`src/include/ncs_pkg.sv`:
```
// Constants, register map and types shared by the Nco_phase_sync_control device
// and its controller. Assumes a single 125 MHz clock domain.
// How it works
// - Link-start enable aligns phase at boundary after sync
// - Link-start alignment works in both encodings
// - In 64B/66B sync only triggers phase alignment
// - Arm write zero then one; next sysref aligns
// - After sysref alignment, ignore edges until rearmed
// - Controller arms only with sysref quiet, link up; the controller does not check either, software must
// - Controller clears link-start enable, writes zero, one
// - Sysref pulses; armed device aligns on first edge
// - Frequency word 32 bits, any sign reading
// - Software rounds word when divisor used
// - Every preset frequency word resets to C0000000
// - Resynchronise after changing a running word
// - Phase left justified and added to accumulator
// - Phase offset resets zero, any sign reading
// - Two-bit select picks one of four presets
// - Divisor zero gives plain 32-bit accumulator
package ncs_pkg;

  // ****************************************************
  // Device register offsets
  // ****************************************************
  localparam logic [11:0] NCS_OFS_SYNC_CTRL  = 12'h0219;
  localparam logic [11:0] NCS_OFS_RDIV       = 12'h0217;
  localparam logic [11:0] NCS_OFS_PRESET_SEL = 12'h0210;
  localparam logic [11:0] NCS_OFS_FREQ_A0    = 12'h0220;
  localparam logic [11:0] NCS_OFS_PHASE_A0   = 12'h0224;
  localparam logic [11:0] NCS_PRESET_STRIDE  = 12'h0008;

  // ****************************************************
  // Reset values and field positions
  // ****************************************************
  localparam logic [31:0] NCS_FREQ_RST       = 32'hc000_0000;
  localparam logic [15:0] NCS_PHASE_RST      = 16'h0000;
  localparam logic [7:0]  NCS_SYNC_RST       = 8'h02;
  localparam int          NCS_BIT_ARM        = 0;
  localparam int          NCS_BIT_LINK_EN    = 1;
  localparam int          NCS_PRESETS        = 4;

  // ****************************************************
  // Controller APB register offsets
  // ****************************************************
  localparam logic [7:0]  NCS_APB_CMD        = 8'h00;
  localparam logic [7:0]  NCS_APB_ADDR       = 8'h04;
  localparam logic [7:0]  NCS_APB_WDATA      = 8'h08;
  localparam logic [7:0]  NCS_APB_RDATA      = 8'h0c;
  localparam logic [7:0]  NCS_APB_STATUS     = 8'h10;
  localparam int          NCS_CMD_WRITE      = 0;
  localparam int          NCS_CMD_READ       = 1;
  localparam int          NCS_CMD_ALIGN      = 2;

  typedef enum logic [2:0]
  {
    NCS_IDLE  = 3'b000,
    NCS_CLR   = 3'b001,
    NCS_ARM0  = 3'b011,
    NCS_ARM1  = 3'b010,
    NCS_DONE  = 3'b110
  } ncs_ctl_state_t;

endpackage
```
`src/include/ncs_if.sv`:
```
// Register port and timing signals between controller and device.
// Assumes one clock; the device samples sysref and sync through
// its own synchronisers.
`timescale 1ns/1ps
interface ncs_if;
  logic        reg_wr;
  logic        reg_rd;
  logic [11:0] reg_addr;
  logic [31:0] reg_wdata;
  logic [31:0] reg_rdata;
  logic        reg_ack;
  logic        sysref;
  logic        sync_n;
  logic        boundary;
  logic        enc_64b66b;

  modport dev
  (
    input  reg_wr, reg_rd, reg_addr, reg_wdata, sysref, sync_n,
           boundary, enc_64b66b,
    output reg_rdata, reg_ack
  );
  modport ctl
  (
    output reg_wr, reg_rd, reg_addr, reg_wdata,
    input  reg_rdata, reg_ack
  );
endinterface

```
`src/hw/ncs_device.sv`:
```
// NCO preset registers, phase accumulator and phase alignment.
// Assumes the register port of ncs_if; sysref, sync_n and the
// boundary strobe come from other timing logic and are resampled.
//
// Our own choice: the APB slave port.
`timescale 1ns/1ps
module ncs_device
(
  input  wire logic mclk,
  input  wire logic resetn,
  ncs_if.dev        bus,
  output logic [31:0] nco_phase,
  output logic [1:0]  active_preset,
  output logic        align_pulse
);
  // ****************************************************
  // Registers
  // ****************************************************
  logic [31:0] freq_reg [ncs_pkg::NCS_PRESETS];
  logic [15:0] phase_reg [ncs_pkg::NCS_PRESETS];
  logic [1:0]  preset_select_chan_a_reg;
  logic [15:0] nco_reference_divisor_reg;
  logic        link_start_phase_align_en_reg;
  logic        sysref_phase_align_arm_reg;
  logic        arm_zero_seen_reg;
  logic        armed_reg;
  logic [31:0] acc_reg;
  logic [15:0] rdiv_cnt_reg;
  logic        sysref_q;
  logic        sysref_d_reg;
  logic        sync_q;
  logic        sync_d_reg;
  logic        sync_pending_reg;
  logic        boundary_q;
  logic        enc_q;
  logic        wr_sync;
  logic        sysref_rise;
  logic        link_align;
  logic        sysref_align;
  logic        do_align;
  logic        step_en;
  logic [2:0]  freq_hit;
  logic [2:0]  phase_hit;

  ncs_sync2 u_sysref
  (
    .mclk    (mclk),
    .resetn  (resetn),
    .din     (bus.sysref),
    .rst_val (1'b0),
    .dout    (sysref_q)
  );
  ncs_sync2 u_sync
  (
    .mclk    (mclk),
    .resetn  (resetn),
    .din     (bus.sync_n),
    .rst_val (1'b0),
    .dout    (sync_q)
  );
  ncs_sync2 u_bnd
  (
    .mclk    (mclk),
    .resetn  (resetn),
    .din     (bus.boundary),
    .rst_val (1'b0),
    .dout    (boundary_q)
  );
  ncs_sync2 u_enc
  (
    .mclk    (mclk),
    .resetn  (resetn),
    .din     (bus.enc_64b66b),
    .rst_val (1'b0),
    .dout    (enc_q)
  );

  function automatic logic [2:0] preset_hit(input logic [11:0] a,
                                            input logic [11:0] base);
    logic [11:0] d;
    d = a - base;
    preset_hit = {(d[11:5] == 7'd0) && (d[2:0] == 3'd0), d[4:3]};
  endfunction

  assign wr_sync = bus.reg_wr && (bus.reg_addr == ncs_pkg::NCS_OFS_SYNC_CTRL);

  // ****************************************************
  // Register writes
  // ****************************************************
  assign freq_hit  = preset_hit(bus.reg_addr, ncs_pkg::NCS_OFS_FREQ_A0);
  assign phase_hit = preset_hit(bus.reg_addr, ncs_pkg::NCS_OFS_PHASE_A0);
  genvar g;
  generate
    for (g = 0; g < ncs_pkg::NCS_PRESETS; g++)
    begin : g_preset
      always_ff @(posedge mclk)
      begin
        if (!resetn)
        begin
          freq_reg[g]  <= ncs_pkg::NCS_FREQ_RST;
          phase_reg[g] <= ncs_pkg::NCS_PHASE_RST;
        end
        else
        begin
          if (bus.reg_wr && freq_hit[2] && freq_hit[1:0] == 2'(g))
            freq_reg[g] <= bus.reg_wdata;
          if (bus.reg_wr && phase_hit[2] && phase_hit[1:0] == 2'(g))
            phase_reg[g] <= bus.reg_wdata[15:0];
        end
      end
    end
  endgenerate

  always_ff @(posedge mclk)
  begin
    if (!resetn)
    begin
      preset_select_chan_a_reg      <= 2'h0;
      nco_reference_divisor_reg     <= 16'h0000;
      link_start_phase_align_en_reg <= ncs_pkg::NCS_SYNC_RST[1];
      sysref_phase_align_arm_reg    <= ncs_pkg::NCS_SYNC_RST[0];
    end
    else
    begin
      if (bus.reg_wr && bus.reg_addr == ncs_pkg::NCS_OFS_PRESET_SEL)
        preset_select_chan_a_reg <= bus.reg_wdata[1:0];
      if (bus.reg_wr && bus.reg_addr == ncs_pkg::NCS_OFS_RDIV)
        nco_reference_divisor_reg <= bus.reg_wdata[15:0];
      if (wr_sync)
      begin
        link_start_phase_align_en_reg <=
          bus.reg_wdata[ncs_pkg::NCS_BIT_LINK_EN];
        sysref_phase_align_arm_reg <= bus.reg_wdata[ncs_pkg::NCS_BIT_ARM];
      end
    end
  end

  // ****************************************************
  // Arm sequence: a zero write, then a one write
  // ****************************************************
  assign sysref_rise  = sysref_q && !sysref_d_reg;
  assign sysref_align = armed_reg && sysref_rise;
  // Boundary after sync rise; same path for both encodings, sync
  // touches nothing else here so 64B/66B link stays unaffected
  assign link_align   = link_start_phase_align_en_reg && sync_pending_reg
                        && boundary_q;
  assign do_align     = sysref_align || link_align;

  always_ff @(posedge mclk)
  begin
    if (!resetn)
    begin
      arm_zero_seen_reg <= 1'b0;
      armed_reg         <= 1'b0;
      sysref_d_reg      <= 1'b0;
      sync_d_reg        <= 1'b0;
      sync_pending_reg  <= 1'b0;
    end
    else
    begin
      sysref_d_reg <= sysref_q;
      sync_d_reg   <= sync_q;
      if (wr_sync && !bus.reg_wdata[ncs_pkg::NCS_BIT_ARM])
      begin
        arm_zero_seen_reg <= 1'b1;
        armed_reg         <= 1'b0;
      end
      else if (wr_sync && arm_zero_seen_reg)
      begin
        arm_zero_seen_reg <= 1'b0;
        armed_reg         <= 1'b1;
      end
      else if (sysref_align)
        armed_reg <= 1'b0;
      if (sync_q && !sync_d_reg)
        sync_pending_reg <= 1'b1;
      else if (link_align || !sync_q)
        sync_pending_reg <= 1'b0;
    end
  end

  // ****************************************************
  // Phase accumulator
  // ****************************************************
  // Divisor modelled as a sample gate; zero means every sample
  assign step_en = (nco_reference_divisor_reg == 16'h0000) ||
                   (rdiv_cnt_reg == 16'h0000);

  always_ff @(posedge mclk)
  begin
    if (!resetn)
    begin
      acc_reg      <= 32'h0000_0000;
      rdiv_cnt_reg <= 16'h0000;
    end
    else if (do_align)
    begin
      acc_reg      <= 32'h0000_0000;
      rdiv_cnt_reg <= 16'h0000;
    end
    else
    begin
      // Parked at zero while off, so a new divisor starts at once
      if (nco_reference_divisor_reg == 16'h0000)
        rdiv_cnt_reg <= 16'h0000;
      else
        rdiv_cnt_reg <= step_en ? 16'(nco_reference_divisor_reg - 16'h0001)
                                : 16'(rdiv_cnt_reg - 16'h0001);
      if (step_en)
        acc_reg <= acc_reg + freq_reg[preset_select_chan_a_reg];
    end
  end

  always_ff @(posedge mclk)
  begin
    if (!resetn)
    begin
      nco_phase     <= 32'h0000_0000;
      active_preset <= 2'h0;
      align_pulse   <= 1'b0;
    end
    else
    begin
      nco_phase     <= acc_reg +
                       {phase_reg[preset_select_chan_a_reg], 16'h0000};
      active_preset <= preset_select_chan_a_reg;
      align_pulse   <= do_align;
    end
  end

  // ****************************************************
  // Register reads, one cycle
  // ****************************************************
  always_ff @(posedge mclk)
  begin
    if (!resetn)
    begin
      bus.reg_rdata <= 32'h0000_0000;
      bus.reg_ack   <= 1'b0;
    end
    else
    begin
      bus.reg_ack <= bus.reg_wr || bus.reg_rd;
      if (bus.reg_rd)
      begin
        if (freq_hit[2])
          bus.reg_rdata <= freq_reg[freq_hit[1:0]];
        else if (phase_hit[2])
          bus.reg_rdata <= {16'h0000, phase_reg[phase_hit[1:0]]};
        else if (bus.reg_addr == ncs_pkg::NCS_OFS_SYNC_CTRL)
          bus.reg_rdata <= {29'h0, armed_reg,
                            link_start_phase_align_en_reg,
                            sysref_phase_align_arm_reg};
        else if (bus.reg_addr == ncs_pkg::NCS_OFS_RDIV)
          bus.reg_rdata <= {16'h0000, nco_reference_divisor_reg};
        else if (bus.reg_addr == ncs_pkg::NCS_OFS_PRESET_SEL)
          bus.reg_rdata <= {30'h0, preset_select_chan_a_reg};
        else
          bus.reg_rdata <= 32'h0000_0000;
      end
    end
  end

  logic unused_enc;
  assign unused_enc = enc_q;
endmodule // ncs_device

```
`src/hw/ncs_sync2.sv`:
```
// Two-flop synchroniser for pins from outside the clock domain.
// Assumes the input is a slow level compared with mclk.
`timescale 1ns/1ps
module ncs_sync2
(
  input  wire logic mclk,
  input  wire logic resetn,
  input  wire logic din,
  input  wire logic rst_val,
  output logic      dout
);
  logic meta_reg;

  always_ff @(posedge mclk)
  begin
    if (!resetn)
    begin
      meta_reg <= rst_val;
      dout     <= rst_val;
    end
    else
    begin
      meta_reg <= din;
      dout     <= meta_reg;
    end
  end
endmodule // ncs_sync2

```
`src/flat_wrapper.sv`:
```
// flat-port wrapper written by rule: the top's interface ports become plain ports
module ncs_device_flat 
  (mclk, resetn, nco_phase, active_preset, align_pulse, bus_reg_wr, bus_reg_rd, bus_reg_addr, bus_reg_wdata, bus_sysref, bus_sync_n, bus_boundary, bus_enc_64b66b, bus_reg_rdata, bus_reg_ack);
  ncs_if bus_i ();
  input  wire logic mclk;
  input  wire logic resetn;
  output logic [31:0] nco_phase;
  output logic [1:0] active_preset;
  output logic align_pulse;
  input wire logic [$bits(bus_i.reg_wr)-1:0] bus_reg_wr;
  input wire logic [$bits(bus_i.reg_rd)-1:0] bus_reg_rd;
  input wire logic [$bits(bus_i.reg_addr)-1:0] bus_reg_addr;
  input wire logic [$bits(bus_i.reg_wdata)-1:0] bus_reg_wdata;
  input wire logic [$bits(bus_i.sysref)-1:0] bus_sysref;
  input wire logic [$bits(bus_i.sync_n)-1:0] bus_sync_n;
  input wire logic [$bits(bus_i.boundary)-1:0] bus_boundary;
  input wire logic [$bits(bus_i.enc_64b66b)-1:0] bus_enc_64b66b;
  output wire logic [$bits(bus_i.reg_rdata)-1:0] bus_reg_rdata;
  output wire logic [$bits(bus_i.reg_ack)-1:0] bus_reg_ack;
  assign bus_i.reg_wr = bus_reg_wr;
  assign bus_i.reg_rd = bus_reg_rd;
  assign bus_i.reg_addr = bus_reg_addr;
  assign bus_i.reg_wdata = bus_reg_wdata;
  assign bus_i.sysref = bus_sysref;
  assign bus_i.sync_n = bus_sync_n;
  assign bus_i.boundary = bus_boundary;
  assign bus_i.enc_64b66b = bus_enc_64b66b;
  assign bus_reg_rdata = bus_i.reg_rdata;
  assign bus_reg_ack = bus_i.reg_ack;
  ncs_device u_core (.mclk(mclk), .resetn(resetn), .bus(bus_i), .nco_phase(nco_phase), .active_preset(active_preset), .align_pulse(align_pulse));
endmodule
```
`config.mk`:
```
export PLATFORM = sky130hd
export DESIGN_NAME = ncs_device_flat
export DESIGN_NICKNAME = d
export VERILOG_FILES = /design/src/include/ncs_pkg.sv /design/src/include/ncs_if.sv /design/src/hw/ncs_device.sv /design/src/hw/ncs_sync2.sv /design/src/flat_wrapper.sv
export SDC_FILE = /design/constraint.sdc
export NUM_CORES = 1
export LEC_CHECK = 0
export ABC_AREA = 1
export BUFFER_PORTS_ARGS = -buffer_cell sky130_fd_sc_hd__buf_2
export CAP_MARGIN = 10
export CORE_MARGIN = 10
export CORE_UTILIZATION = 40
export CTS_CLUSTER_SIZE = 40
export DETAILED_ROUTE_END_ITERATION = 10
export GPL_TIMING_DRIVEN = 0
export SLEW_MARGIN = 40
export SYNTH_ARGS = -nofsm -noshare
export SYNTH_HDL_FRONTEND = slang
export SYNTH_SLANG_ARGS = --single-unit
```
`constraint.sdc`:
```
create_clock -name mclk -period 4.1 [get_ports mclk]
set_input_delay 1.23 -clock mclk [delete_from_list [all_inputs] [get_ports mclk]]
set_output_delay 1.23 -clock mclk [all_outputs]
set_load 0.005 [all_outputs]
```
==> results of run 1 <==
[per-stage QoR]
stage	util [%]	instance area, um2	setup slack [ps]	power, W	hold WS, ps
final	46.5	20500	307	0.0103	413
after global routing	46.5	20500	64.2	0.0108	429
after CTS	46.5	20500	58.2	0.0104	416
after detailed placement	43.5	19200	75.9	0.00679	406
after global placement	43.4	19200	-440	0.00677	399
after floorplan	-	17800	1020	0.00593	387
[synthesized netlist by cell type (all sizes together)]
cell    instances  area, um2
buf            42        235
nand4          13       87.6
a21oi         143        716
a41oi          12        105
nor2          400       1580
ha             50        626
nor4            3       18.8
o21bai         14        105
o21ai         178        895
and2            1       6.26
edfxtp        192       5770
fa              2       40.0
a31oi           4       25.0
nand2         443       1700
xor2            6       52.6
xnor2           9       78.8
a211oi          2       15.0
a21boi          1       7.51
o21a            7       52.6
nor3           10       55.1
nand3b          1       7.51
o221ai          1       8.76
a22oi          56        420
dfxtp         149       2980
inv           216        811
clkinv          4       15.0
a21o           11       82.6
o22ai          48        300
o211ai          5       37.5
nand2b          1       6.26
clkbuf         61        229
nand3         138        736
o31ai           1       7.51
or2             5       31.3
[timing repair]
item | in CTS | in global routing
resized for setup | 0 | 13
endpoints found under the setup margin | 0 | 19
setup buffers | 0 | 3
[worst max-delay path, delay by kind of cell (launching register included)]
| kind | cells | cell delay, ps |
|---|---|---|
| buffers and inverters | 4 | 1010 |
| AND/OR/NAND/NOR | 6 | 490 |
| AO/OA/AOI/OAI | 5 | 1440 |
| flip-flops | 1 | 370 |
| adder cells (fa/ha/maj) | 1 | 360 |
[final timing paths]
| check | slack, ps | startpoint | to |
|---|---|---|---|
| max | 310 | flop | u_core.acc_reg[26] |
| min | 410 | u_core.sync_d_reg | u_core.sync_pending_reg |
| max reg2reg | 310 | flop | u_core.acc_reg[26] |
| min reg2reg | 410 | u_core.sync_d_reg | u_core.sync_pending_reg |
[area by class of cell]
type / count / area, um2 / share of cell area, %
clock inverters: 20 / 224 / 1.09
clock buffers: 50 / 1070 / 5.20
well taps: 592 / 741 / 3.61
plain buffers: 101 / 467 / 2.27
multi-input cells: 1565 / 7830 / 38.1
inverters: 220 / 830 / 4.04
repair buffers: 121 / 628 / 3.06
flip-flops and latches: 341 / 8750 / 42.6
[layout by cell type (no fill, tap or decap), drive strengths merged, types with 6 or more instances in the layout]
master / instances
xor2: 6
inv: 219
a21o: 11
a41oi: 12
clkinv: 14
a21oi: 143
buf: 163
edfxtp: 192
nand2: 443
nand4: 13
o22ai: 48
nor3: 10
o21ai: 178
ha: 50
o21bai: 14
nor2: 400
a22oi: 56
nand3: 138
xnor2: 9
dfxtp: 149
clkbuf: 109
o21a: 7
[layer usage]
metal	global-route usage [%]	share of wire [%]	vias to the layer above
met1	30.1	41	7861
met3	4.67	9.6	166
met4	9.99	4.2	2
met5	0	0.021	-
met2	36.2	45	848
li1	-	-	7827
[cell families after synthesis]
| kind of cell | Yosys count |
|---|---|
| flip-flops | 341 |
| AO/OA/AOI/OAI | 483 |
| XOR/XNOR | 15 |
| adder cells (fa/ha/maj) | 52 |
| buffers and inverters | 323 |
| AND/OR/NAND/NOR | 1015 |
[power groups by stage]
stage / combinational, W / sequential [W] / clock (W)
4_1_cts: 0.00250 / 0.00424 / 0.00362
3_3_place_gp: 0.00246 / 0.00431 / 0
3_5_place_dp: 0.00248 / 0.00431 / 0
2_1_floorplan: 0.00176 / 0.00418 / 0
5_1_grt: 0.00285 / 0.00426 / 0.00373
6_report: 0.00253 / 0.00424 / 0.00357
==> reports/qor.csv, run 1 <==
metric,value,unit
Critical Path RT,4560,ps
initial antenna violation count,2,
final setup TNS,0,ps
area added between synthesis and finish,15.1,%
final hold vios,0,
DRT antenna net count,0,
Slew Limit Fails,0,
GRT Total Usage,22.9,%
RSZ-0062 raised after global routing,no,
largest family of logic cells by synthesized area,simple AND/OR/NAND/NOR gates,
Switching Share,32.9,%
critical-path cell list,inv_1 > clkbuf_1 > o21ai_0 > o22ai_1 > ha_1 > a21oi_1 > nand2_1 > a21o_1 > a21oi_1 > inv_1 > nand2_1 > nand3_1 > nand2_1 > nand3_1 > nand2_1 > inv_1,
fmax,264,MHz
Switching Power,0.00340,W
share of cells above drive strength 1,12.0,%
WS Path Type,flop to flop,
largest net degree at the start of global routing,33,
vias in the first global route,15600,
register area share after synthesis,49.0,%
global route overflow,0,
most frequent CP cell,nand2_1,
clock buffer count from CTS,39,
post-synthesis simple-gate area fraction,23.7,%
type of origin of the critical path,flop,
Post-Route WL,63300,um
HP Class,flop to flop,
CP Max Fanout,12,
Nets,2493,
Largest register FFs,128,
Clk pwr share,34.5,%
placed cells,2939,
clock slew at reported path FFs,60,ps
Post-CTS Hold Fix Bufs,0,
Post-Route Skew,21.5,ps
status,finished clean,
Clock Tree Root,clkbuf_16,
Buffers on Ports,117,
vias after detailed routing,16700,
multiplexer share of the synthesized area,0,%
drt initial violations,1896,
Placement Rows,77,
first-pass GRT wire length,93800,um
Synth cell types,48,
worst vdd ir,0.000287,V
Remaining DRCs,0,
GP Congestion,1.00,
Die Wd,231,um
# fillers,4408,
Max Root-Sink Buffers,3,
combinational share of power,24.5,%
Leak,9.10,nW
Worst Tran Pin Value,844,ps
Finished Layout Cells,3010,
Ys Warns,0,
clk_lat worst skew,570,ps
drt first pass iters,7,
setup violators final,0,
Avg Inst Size Synth,8.00,um2
adder-cell area share of the yosys netlist,3.73,%
die span in y,231,um
die area,53400,um2
wire length per cell,21.0,um
slew margin rel.,43.7,%
"Cell Area, Synth",17800,um2
XOR/XNOR Fraction of Synth Area,0.737,%
clock sink total,341,
Core ar.,44100,um2
Compound-Gate Fraction of Synth Area,15.6,%
PwrDens,504,nW/um2
IO Pins,120,
cells on worst reg2reg path,16,
HPWL Detailed,46800,um
Hold Path Depth,1,
diode count,0,
clock period minus worst slack,3790,ps
"Arr. time, crit path",4260,ps
CTS tree,done,
Max stage delay on crit path,470,ps
Tcrit/Tclk final,92.5,%
Syn Inst Count,2229,
max-cap violation count,0,
Initial Utilization,40.4,%
synthesized flop and latch total,341,
Avg Vias per Cell,5.55,
CTS H-Tree Depth,2,
Syn Nets,2333,
sequential power share,41.0,%
slowest stage cell on the critical path,clkbuf_1,
CP Capture Type,flop,
internal power,0.00694,W
No activity file was read; power rests on OpenSTA's default activity.
==> run 2, diff against run 1 <==
Settings changed: REMOVE_ABC_BUFFERS set to 1.
==> reports/qor.csv, run 2 (synthesized netlist as in run 1, its figures left out) <==
metric,value,unit,change
highest-count cells in the layout ignoring fill and taps,"nand2_1, nor2_1, inv_1",,
# fillers,4329,,-1.8%
Slew Limit Fails,0,,unchanged
HP Class,flop to flop,,
Switching Power,0.00341,W,+0.19%
sequential power share,40.9,%,about the same
fmax,292,MHz,+11%
Clk pwr share,35.1,%,+0.6 points
final hold vios,0,,unchanged
Die Wd,231,um,unchanged
total setup buffers inserted after CTS,0,,unchanged
IO Pins,120,,unchanged
clock buffer count from CTS,39,,unchanged
Post-Route WL,57800,um,-8.6%
Remaining DRCs,0,,unchanged
share of cells above drive strength 1,11.7,%,-0.28 points
first-pass GRT wire length,87300,um,-6.9%
reg-to-reg setup timing slack,670,ps,+360 ps
type of origin of the critical path,flop,,
setup violators final,0,,unchanged
diode count,0,,unchanged
critical path depth,17,,+1
clock slew at reported path FFs,60,ps,about the same
HPWL Detailed,39500,um,-16%
drt initial violations,1790,,-5.6%
area of the multi-input gates,7870,um2,+0.53%
Nets,2403,,-3.6%
CTS tree,done,,
initial antenna violation count,0,,-2
Post-CTS Hold Fix Bufs,0,,unchanged
status,finished clean,,
Leak,9.01,nW,-0.98%
global route overflow,0,,unchanged
cells on worst reg2reg path,17,,+1
Largest register FFs,128,,unchanged
Crit path max-delay family,compound AO/OA/AOI/OAI gates,,
Post-Route Skew,20.3,ps,-1.22 ps
die area,53400,um2,unchanged
Overall Power,0.0104,W,+0.32%
vias in the first global route,15100,,-2.8%
Avg Vias per Cell,5.44,,-2.0%
max-cap violation count,0,,unchanged
clock sink total,341,,unchanged
Buffers on Ports,118,,+0.85%
RSZ-0062 raised after global routing,no,,
drt first pass iters,6,,-1
Max stage delay on crit path,440,ps,-30 ps
internal power,0.00697,W,+0.38%
Initial Utilization,40.4,%,unchanged
area added between synthesis and finish,14.5,%,
worst vdd ir,0.000303,V,+5.5%
die span in y,231,um,unchanged
Worst Setup EP,u_core.acc_reg[26],,
FF+latch area,8760,um2,about the same
"Arr. time, crit path",3910,ps,-350 ps
"most common cell after layout, fill and taps aside",nand2_1,,
slowest stage cell on the critical path,fa_1,,
r2r endpoint,u_core.acc_reg[26],,
vias after detailed routing,15900,,-4.9%
WS Path Type,flop to flop,,
CTS H-Tree Depth,2,,unchanged
DRT antenna net count,0,,unchanged
PwrDens,508,nW/um2,+0.84%
Core ar.,44100,um2,unchanged
CP Max Fanout,50,,+38
clk_lat worst skew,580,ps,about the same
DP Area,19100,um2,-0.76%
largest net degree at the start of global routing,75,,+130%
Placement Rows,77,,unchanged
Worst Tran Pin Value,876,ps,+32.1 ps
critical-path cell list,buf_12 > inv_6 > o21ai_0 > o22ai_1 > ha_1 > fa_1 > nand3_1 > nand2_1 > a21o_1 > a21oi_1 > inv_1 > nand2_1 > nand3_1 > nand2_1 > nand3_1 > nand2_1 > inv_1,,
Max Root-Sink Buffers,3,,unchanged
Final Core Density,46.3,%,-0.24 points
slew margin rel.,41.2,%,-2.5 points
wire length per cell,19.8,um,-5.9%
Tcrit/Tclk final,83.7,%,-8.8 points
Switching Share,32.8,%,-0.042 points
GP Congestion,0.912,,-8.8%
post-route cell area,20400,um2,-0.52%
Clock Tree Root,clkbuf_16,,
Worst Path Buf+Inv,4,,unchanged
clock period minus worst slack,3430,ps,-363 ps
Post-CTS Resized,0,,unchanged
most frequent CP cell,nand2_1,,
Critical Path RT,4580,ps,+20 ps
combinational share of power,24.0,%,-0.5 points
GRT Total Usage,21.0,%,-1.9 points
CP Capture Type,flop,,
==> run 2: cell types whose count changed in the layout (fill, tap and decap cells not counted), moves of 4 or more <==
cell	change
inv_4	+4
inv_2	+4
buf_4	-7
clkbuf_2	-8
buf_16	+4
clkbuf_16	+4
nor2_4	+4
clkinv_2	-4
buf_2	-26
inv_1	-7
clkbuf_1	-53
buf_12	+5
buf_1	-7
==> run 2: power groups by stage <==
| stage | sequential, W | clock (W) | combinational [W] |
|---|---|---|---|
| after CTS | 0.00425 | 0.00369 | 0.00247 |
| after floorplan | 0.00418 | 0 | 0.00173 |
| after detailed placement | 0.00432 | 0 | 0.00246 |
| after global placement | 0.00431 | 0 | 0.00241 |
| final | 0.00425 | 0.00364 | 0.00249 |
| after global routing | 0.00427 | 0.00381 | 0.00283 |
==> run 2: worst min path at each step <==
| stage | startpoint | end | slack [ps] | depth (start not counted) |
|---|---|---|---|---|
| global placement | u_core.sync_d_reg | u_core.sync_pending_reg | 390 | 1 |
| CTS | u_core.sync_d_reg | u_core.sync_pending_reg | 400 | 1 |
| finish | u_core.sync_d_reg | u_core.sync_pending_reg | 400 | 1 |
| global route | u_core.sync_d_reg | u_core.sync_pending_reg | 420 | 1 |
| detailed placement | u_core.u_bnd.meta_reg | u_core.u_bnd.dout | 400 | 2 |
| floorplan | u_core.sync_d_reg | u_core.sync_pending_reg | 390 | 1 |
==> run 2: worst register-to-register path: stages, from the launching register on <==
cell and delay (ps):
dfxtp_4 380, buf_12 260, inv_6 200, o21ai_0 230
o22ai_1 230, ha_1 320, fa_1 440, nand3_1 100
nand2_1 110, a21o_1 230, a21oi_1 380, inv_1 80
nand2_1 90, nand3_1 60, nand2_1 60, nand3_1 60
nand2_1 70, inv_1 30
==> run 2: stage by stage <==
step / hold WS [ps] / setup WS (ps) / setup TNS, ps / instances
after CTS: 403 / 703 / 0 / 2922
after floorplan: 386 / -1220 / -34870 / 2126
after detailed placement: 402 / 210 / 0 / 2850
final: 400 / 670 / 0 / 2922
after global routing: 424 / 478 / 0 / 2922
after global placement: 395 / -4750 / -470280 / 2836
==> run 2: area by class of cell <==
| class | instances | share of cell area (%) |
|---|---|---|
| Tap cell | 592 | 3.63 |
| Multi-Input combinational cell | 1565 | 38.5 |
| Clock inverter | 17 | 0.717 |
| Inverter | 220 | 4.12 |
| Clock buffer | 55 | 5.88 |
| Sequential cell | 341 | 42.9 |
| Timing Repair Buffer | 132 | 4.27 |
==> run 2: metal layers <==
layer	GRT usage [%]	vias up	routed length, um
li1	-	7651	-
met5	0	-	0
met2	34.0	630	26700
met4	7.21	0	1400
met1	28.1	7523	25400
met3	3.37	89	4300
